`src/rtl/audio_dsp_defines.vh`:
```
// constants shared by the audio number-format core
`ifndef AUDIO_DSP_DEFINES_VH
`define AUDIO_DSP_DEFINES_VH
`define AUDIO_W 24
`define CORE_W 28
`define FRAC_BITS 23
`define HEAD_BITS 4
`define PARAM_W 32
`define ACC_W 56
`define INSTR_PER_SAMPLE 1024
`define RATE_SINGLE 2'h0
`define RATE_DOUBLE 2'h1
`define RATE_QUAD 2'h2
`define OUT_MAX 24'h7fffff
`define OUT_MIN 24'h800000
`define CORE_MAX 28'h7ffffff
`define CORE_MIN 28'h8000000
`define CORE_ONE 28'h0800000
`endif

```
`src/rtl/audio_dsp_core.v`:
```
// sample-rate datapath: extend, scale, clip, paced by the instruction budget
// Operation
// - input and output audio samples are 24 bits wide
// - datapath carries four headroom bits above 24-bit audio
// - parameters and data share a 5.23 fixed-point format
// - range is -16 to +16 minus one lsb, one is 0x0800000
// - 24-bit serial inputs are sign-extended to 28 bits
// - clipper drops top four bits giving 24-bit -1 to 1-lsb
// - fixed budget of 1024 instruction cycles per sample period
// - reduced instructions per sample allows double or quad rate
// - default program passes inputs to outputs, outputs muted
// - double precision with 56-bit intermediate data
// - core values are two's complement
// - parameter words padded with four zeros to 32 bits
`timescale 1ns/100ps
`include "audio_dsp_defines.vh"

module audio_dsp_core
#(
  parameter INSTR_PER_SAMPLE = `INSTR_PER_SAMPLE
)
(
  input wire mclk,
  input wire reset,
  input wire [23:0] inSample,
  input wire inValid,
  output wire inReady,
  input wire [31:0] gainParam,
  input wire [1:0] rateSel,
  input wire muteN,
  output reg [23:0] outSample,
  output reg outValid,
  input wire outReady,
  output reg clipped,
  output reg [10:0] instrCount,
  output reg sampleTick
);

  // ===========================================================
  // pin-level controls pass a two-flop synchroniser
  reg [1:0] rateMeta_q;
  reg [1:0] rate_q;
  reg muteMeta_q;
  reg muteN_q;

  // rate and mute are quasi-static, so a plain two-flop sync is enough
  always @(posedge mclk or posedge reset)
  begin
    if (reset)
    begin
      rateMeta_q <= 2'h0;
      rate_q <= 2'h0;
      muteMeta_q <= 1'b0;
      muteN_q <= 1'b0;
    end
    else
    begin
      rateMeta_q <= rateSel;
      rate_q <= rateMeta_q;
      muteMeta_q <= muteN;
      muteN_q <= muteMeta_q;
    end
  end

  // ===========================================================
  // instruction budget
  reg [10:0] budget;

  // fewer instructions per sample means a faster sample rate
  always @*
  begin
    case (rate_q)
      `RATE_DOUBLE: budget = INSTR_PER_SAMPLE[11:1];
      `RATE_QUAD: budget = {1'b0, INSTR_PER_SAMPLE[11:2]};
      default: budget = INSTR_PER_SAMPLE[10:0];
    endcase
  end

  // one sample accepted per period, at the first instruction slot
  always @(posedge mclk or posedge reset)
  begin
    if (reset)
    begin
      instrCount <= 11'h000;
      sampleTick <= 1'b0;
    end
    else if (instrCount >= budget - 11'h001)
    begin
      instrCount <= 11'h000;
      sampleTick <= 1'b1;
    end
    else
    begin
      instrCount <= instrCount + 11'h001;
      sampleTick <= 1'b0;
    end
  end

  // ===========================================================
  // sign extension of the incoming word into the core width
  wire [27:0] inCore;
  genvar g;

  // the low 24 bits pass as they are
  assign inCore[23:0] = inSample;

  // each headroom bit repeats the audio sign bit
  generate
    for (g = 0; g < `HEAD_BITS; g = g + 1)
    begin : headBit
      assign inCore[`AUDIO_W + g] = inSample[`AUDIO_W - 1];
    end
  endgenerate

  // ===========================================================
  // coefficient and full-precision product
  wire [27:0] coef;
  wire signed [55:0] product;

  // upper four parameter bits are zero padding and ignored
  assign coef = gainParam[27:0];

  // a 28 by 28 signed product needs all 56 bits, no guard lost;
  // both operands signed keeps the result two's complement
  assign product = $signed(inCore) * $signed(coef);

  // ===========================================================
  // realign to 5.23 and saturate to the core range
  reg signed [55:0] realigned;
  reg coreOvf;
  reg [27:0] scaled;

  // the product carries 46 fraction bits; dropping 23 of them
  // truncates toward minus infinity, which costs under one lsb;
  // a product beyond the core range saturates rather than wraps
  always @*
  begin
    realigned = product >>> `FRAC_BITS;
    coreOvf = (realigned[55:27] != {29{realigned[27]}});
    if (!coreOvf)
    begin
      scaled = realigned[27:0];
    end
    else if (realigned[55])
    begin
      scaled = `CORE_MIN;
    end
    else
    begin
      scaled = `CORE_MAX;
    end
  end

  // ===========================================================
  // output clipper: drop the headroom bits, saturating
  reg clipHit;
  reg [23:0] clipVal;

  // in range only when the top five bits all agree with the sign;
  // a word of exactly +1.0 already needs the fifth bit, so it clips
  always @*
  begin
    clipHit = (scaled[27:23] != {5{scaled[23]}});
    if (!clipHit)
    begin
      clipVal = scaled[23:0];
    end
    else if (scaled[27])
    begin
      clipVal = `OUT_MIN;
    end
    else
    begin
      clipVal = `OUT_MAX;
    end
  end

  // ===========================================================
  // mute stage
  reg [23:0] outWord;
  reg outClip;

  // muted by default until the mute pin releases; a muted word is
  // silence, so it never reports a clip either
  always @*
  begin
    if (muteN_q)
    begin
      outWord = clipVal;
      outClip = clipHit;
    end
    else
    begin
      outWord = 24'h000000;
      outClip = 1'b0;
    end
  end

  // ===========================================================
  // two-entry skid buffer so a stalled receiver loses no word
  reg [23:0] buf0_q;
  reg [23:0] buf1_q;
  reg clip0_q;
  reg clip1_q;
  reg [1:0] count_q;
  reg [23:0] buf0_d;
  reg [23:0] buf1_d;
  reg clip0_d;
  reg clip1_d;
  reg [1:0] count_d;
  wire take;
  wire give;

  // input is only offered on the sample tick; a full buffer
  // refuses it, which costs that sample rather than a stored one
  assign inReady = (count_q != 2'h2) && sampleTick;
  assign take = inValid && inReady;
  assign give = (count_q != 2'h0) && outReady;

  // buf0 is the head; buf1 holds the word behind it
  // a word popped from buf1 leaves a stale copy there, never shown
  always @*
  begin
    buf0_d = buf0_q;
    buf1_d = buf1_q;
    clip0_d = clip0_q;
    clip1_d = clip1_q;
    count_d = count_q;
    case ({take, give})
      2'b10:
      begin
        if (count_q == 2'h0)
        begin
          buf0_d = outWord;
          clip0_d = outClip;
        end
        else
        begin
          buf1_d = outWord;
          clip1_d = outClip;
        end
        count_d = count_q + 2'h1;
      end
      2'b01:
      begin
        buf0_d = buf1_q;
        clip0_d = clip1_q;
        count_d = count_q - 2'h1;
      end
      2'b11:
      begin
        if (count_q == 2'h1)
        begin
          buf0_d = outWord;
          clip0_d = outClip;
        end
        else
        begin
          buf0_d = buf1_q;
          clip0_d = clip1_q;
          buf1_d = outWord;
          clip1_d = outClip;
        end
      end
      default:
      begin
        count_d = count_q;
      end
    endcase
  end

  // buffer state flops
  always @(posedge mclk or posedge reset)
  begin
    if (reset)
    begin
      buf0_q <= 24'h000000;
      buf1_q <= 24'h000000;
      clip0_q <= 1'b0;
      clip1_q <= 1'b0;
      count_q <= 2'h0;
    end
    else
    begin
      buf0_q <= buf0_d;
      buf1_q <= buf1_d;
      clip0_q <= clip0_d;
      clip1_q <= clip1_d;
      count_q <= count_d;
    end
  end

  // presented word comes straight from the buffer head flops;
  // the word stands until the receiver takes it
  always @*
  begin
    outSample = buf0_q;
    outValid = (count_q != 2'h0);
    clipped = (count_q != 2'h0) && clip0_q;
  end

endmodule // audio_dsp_core

```
`config.mk`:
```
export PLATFORM = sky130hd
export DESIGN_NAME = audio_dsp_core
export DESIGN_NICKNAME = d
export VERILOG_FILES = /design/src/rtl/audio_dsp_core.v
export VERILOG_INCLUDE_DIRS = /design/src /design/src/rtl
export SDC_FILE = /design/constraint.sdc
export NUM_CORES = 2
export LEC_CHECK = 0
export BUFFER_PORTS_ARGS = -buffer_cell sky130_fd_sc_hd__buf_2
export CORE_MARGIN = 4
export CORE_UTILIZATION = 31
export CTS_BUF_LIST = sky130_fd_sc_hd__clkbuf_2
export CTS_CLUSTER_SIZE = 8
export DETAILED_ROUTE_END_ITERATION = 16
export GPL_TIMING_DRIVEN = 0
export PLACE_DENSITY = 0.52
export SETUP_SLACK_MARGIN = 0.05
export SLEW_MARGIN = 10
export SYNTH_ARGS = -nofsm -noshare
export SYNTH_HDL_FRONTEND = slang
export SYNTH_SLANG_ARGS = --single-unit
export TNS_END_PERCENT = 10
```
`constraint.sdc`:
```
create_clock -name mclk -period 3.4 [get_ports mclk]
set_input_delay 0.34 -clock mclk [delete_from_list [all_inputs] [get_ports mclk]]
set_output_delay 0.34 -clock mclk [all_outputs]
set_load 0.02 [all_outputs]
```
==> impl_metrics.xml <==
<?xml version="1.0" encoding="UTF-8"?>
<metrics>
  <group name="place">
    <metric name="gp_congestion" unit="">0.955</metric>
    <metric name="post-dp-hpwl" unit="mm">79.8</metric>
    <metric name="numPortBuffers" unit="">82</metric>
  </group>
  <group name="synthesis">
    <metric name="synth-edff-count" unit="">0</metric>
    <metric name="top_post_synthesis_cells_by_area" unit="">fa_1 51%, inv_1 9.5%, ha_1 6.8%, and2_1 6.8%, dfrtp_1 6.4%</metric>
    <metric name="asyncSetResetFlopFracSynth" unit="%">100</metric>
    <metric name="synth_seq_cells" unit="">70</metric>
    <metric name="post_synth_inst_count" unit="">2985</metric>
    <metric name="syn_area_cell" unit="um2">9.15</metric>
    <metric name="yosys.cell_count.top_type" unit="">fa_1</metric>
    <metric name="synth-warning-count" unit="">0</metric>
    <metric name="predominant_post_synthesis_flop_cell" unit="">dfrtp_1</metric>
    <metric name="ys_types" unit="">70</metric>
    <metric name="yosysSeqAreaShare" unit="%">6.41</metric>
    <metric name="postSynthNetCount" unit="">3890</metric>
    <metric name="top_cells_by_instance_count_after_synthesis" unit="">694 x fa_1, 692 x inv_1, 450 x nand2_1, 295 x and2_1, 148 x ha_1</metric>
    <metric name="synth_top_area_cell" unit="">fa_1</metric>
    <metric name="synth_area" unit="mm2">0.0273</metric>
    <metric name="synthDominantCellAreaShare" unit="%">50.9</metric>
  </group>
  <group name="cts">
    <metric name="clk-insertion-delay-late" unit="ns">0.54</metric>
    <metric name="htree_num_levels" unit="">3</metric>
    <metric name="clock_tree.buffer_depth" unit="">2</metric>
    <metric name="cts_buffers" unit="">9</metric>
    <metric name="tritoncts" unit="">yes</metric>
    <metric name="clock-root-buffer" unit="">clkbuf_2</metric>
    <metric name="clkSlewWorstSetupHoldPaths" unit="ns">0.22</metric>
    <metric name="clock_sink_count" unit="">70</metric>
  </group>
  <group name="floorplan">
    <metric name="floorplan.die.width" unit="um">305</metric>
    <metric name="ioPinCount" unit="">102</metric>
    <metric name="initial_utilization" unit="%">31.3</metric>
    <metric name="area_enclosed_by_the_die_boundary" unit="mm2">0.0929</metric>
    <metric name="core_region_area" unit="mm2">0.0872</metric>
    <metric name="std_cell_rows" unit="">108</metric>
    <metric name="dieHeight" unit="um">305</metric>
  </group>
  <group name="drt">
    <metric name="drt-vias-per-instance" unit="">4.84</metric>
    <metric name="dr_total_vias" unit="">20900</metric>
    <metric name="wl_per_cell" unit="um">22.1</metric>
    <metric name="drt_wl_total" unit="mm">95.3</metric>
    <metric name="route.top_layer_used" unit="">met5</metric>
    <metric name="first_iter_violations" unit="">1246</metric>
    <metric name="pre_antenna_drt_iters" unit="">5</metric>
    <metric name="detailroute.wirelength.met3" unit="mm">5.73</metric>
    <metric name="detail_route_met2_wl" unit="mm">46.3</metric>
    <metric name="m1WireLength" unit="mm">38.2</metric>
    <metric name="route.detailed.drc" unit="">0</metric>
    <metric name="detail-route-antenna-nets" unit="">0</metric>
  </group>
  <group name="run_status">
    <metric name="run_status" unit="">complete, but fails checks</metric>
    <metric name="failed_checks" unit="">negative setup slack</metric>
  </group>
  <group name="timing">
    <metric name="slew_worst_pin" unit="ns">0.987</metric>
    <metric name="final_min_period_over_clock_period" unit="%">214</metric>
    <metric name="finalSetupViolations" unit="">50</metric>
    <metric name="fmax" unit="GHz">0.138</metric>
    <metric name="finalSetupTns" unit="ns">-187.03</metric>
    <metric name="timing.final.hold_violations" unit="">0</metric>
    <metric name="report.final.slew_viol_count" unit="">0</metric>
    <metric name="hold-worst-slack" unit="ns">0.205</metric>
    <metric name="grt_setup_unrepaired" unit="">true</metric>
    <metric name="crit_path_setup_slack_layout" unit="ns">-3.86</metric>
    <metric name="fin_worst_skew" unit="ns">0.0282</metric>
    <metric name="slew_headroom" unit="%">33.7</metric>
    <metric name="final_period_minus_worst_setup_slack" unit="ns">7.26</metric>
  </group>
  <group name="cells_and_area">
    <metric name="area_delta_synth_final" unit="%">19.6</metric>
    <metric name="finish.net_count" unit="">4053</metric>
    <metric name="layout-drive-gt1-share" unit="%">15.2</metric>
    <metric name="fillers" unit="">8894</metric>
  </group>
  <group name="global_routing">
    <metric name="total_gr_overflow" unit="">0</metric>
    <metric name="antenna_violations_before_repair" unit="">9</metric>
    <metric name="pin_count_of_the_biggest_net_entering_global_routing" unit="">62</metric>
    <metric name="overall_global_routing_usage" unit="%">21.0</metric>
    <metric name="grt_first_pass_wirelength" unit="mm">147</metric>
    <metric name="grt_pass1_vias" unit="">23000</metric>
  </group>
  <group name="setup_path">
    <metric name="worst_ep_arrival_time" unit="ns">7.68</metric>
    <metric name="critical_path.max_fanout" unit="">7</metric>
    <metric name="cp-end-kind" unit="">register</metric>
    <metric name="cp-start-kind" unit="">input pin</metric>
    <metric name="worst-setup-path-type" unit="">input pin to register</metric>
    <metric name="worstPathRequired" unit="ns">3.82</metric>
  </group>
  <group name="hold_path">
    <metric name="worstHoldPathType" unit="">input pin to asynchronous set/reset pin</metric>
  </group>
  <group name="job">
    <metric name="maxCapViolCount" unit="">0</metric>
  </group>
</metrics>
-- cell type report --
class | instances | area (um2) | area share (%)
antenna | 7 | 17.5 | 0.0536
buffer | 140 | 2080 | 6.38
clock buffer | 9 | 45.0 | 0.138
clock inverter | 7 | 73.8 | 0.226
inverter | 693 | 2620 | 8.02
multi-input combinational | 2075 | 23200 | 71.1
sequential | 70 | 1750 | 5.36
tap | 1155 | 1450 | 4.42
timing repair buffer | 159 | 1400 | 4.27
-- final timing paths --
kind	start	to	slack, ns	cells past startpoint
worst max-delay path	inSample[23]	outSample[8]	-3.86	26
worst min-delay path	reset	rate_q[0]	0.20	3
worst max register to register	count_q[0]	buf1_q[16]	-0.04	11
worst min register to register	muteMeta_q	muteN_q	0.38	0
max in group asynchronous	reset	buf1_q[16]	2.63	4
min in group mclk	inValid	count_q[0]	0.37	4
-- per-stage QoR --
stage / instances / util [%] / instance area [um2] / worst slack, ns
4_1_cts: 4281 / 36.4 / 31700 / -3.90
3_3_place_gp: 4222 / 33.8 / 29500 / -5.94
5_1_grt: 4309 / 37.5 / 32700 / -4.04
3_5_place_dp: 4223 / 33.9 / 29500 / -5.96
2_1_floorplan: 2985 / - / 27600 / -3.77
6_report: 4315 / 37.5 / 32700 / -3.86
-- placed cells by master, fill, tap and decap left out, types with 8 or more instances in the layout --
cell       count
buf_12        19
a31oi_1        9
o211ai_1       8
buf_2         52
o21ai_0       35
clkbuf_16     35
clkbuf_2      12
ha_4          12
nand2_1      445
nand4_1       12
a21oi_2       12
a21o_1        18
clkbuf_1      12
nand2b_1       8
ha_2           8
o21ai_1       21
buf_6         48
nor2_1        66
and2_1       286
inv_2          8
buf_8         29
clkbuf_4       8
nand3_1       19
ha_1         128
a21oi_1       64
buf_4         68
dfrtp_1       70
a21oi_4        8
clkbuf_8      19
fa_2          35
xnor2_1       33
fa_1         659
inv_1        678
xor2_1        14
and2_4         9
and3_1        13
o21ai_2        8
-- critical path, cell delays in order --
cell	delay, ns
buf_16	0.10
clkinvlp_4	0.15
buf_12	0.17
nor2_4	0.08
fa_1	0.48
fa_1	0.55
fa_2	0.67
fa_2	0.51
fa_1	0.51
fa_1	0.49
inv_1	0.05
fa_1	0.50
inv_2	0.05
ha_4	0.23
a21o_4	0.23
a311o_1	0.31
a211oi_2	0.30
o211ai_4	0.24
a31o_1	0.31
a211oi_4	0.26
o21ai_2	0.13
o31a_1	0.32
buf_6	0.14
o211ai_4	0.21
a21oi_2	0.05
a221o_1	0.26
-- sequential cells by signal (all words and copies together), names as in the netlist --
register / count
buf1_q: 24
outSample: 24
instrCount: 11
count_q: 2
rateMeta_q: 2
rate_q: 2
clip0_q: 1
clip1_q: 1
muteMeta_q: 1
muteN_q: 1
sampleTick: 1
-- layer usage --
layer  vias up  global-route usage, %
met3       194                   3.57
met4         2                   7.54
li1       9150                      -
met5         -                      0
met1     10900                   26.8
met2       628                   35.9
-- timing repair --
| item | in CTS | in global routing |
|---|---|---|
| resized for setup | 417 | 214 |
| pin swaps | 37 | 72 |
| endpoints found under the hold margin | 73 | 0 |
| cloned | 1 | 4 |
| buffers inserted | 40 | 27 |
| hold buffers | 4 | 0 |
| endpoints found under the setup margin | 50 | 50 |
-- logic make-up after synthesis --
kind of cell | count (synthesis) | share of synthesized area (%)
buffers and inverters | 840 | 11.7
AO/OA/AOI/OAI | 280 | 6.78
flip-flops | 70 | 6.41
adder cells (fa/ha/maj) | 842 | 57.6
AND/OR/NAND/NOR | 901 | 15.8
multiplexers | 1 | 0.0412
XOR/XNOR | 51 | 1.64
Power is not shown: default switching activity piles up to over one toggle a cycle in this logic, so the estimate is an artifact.
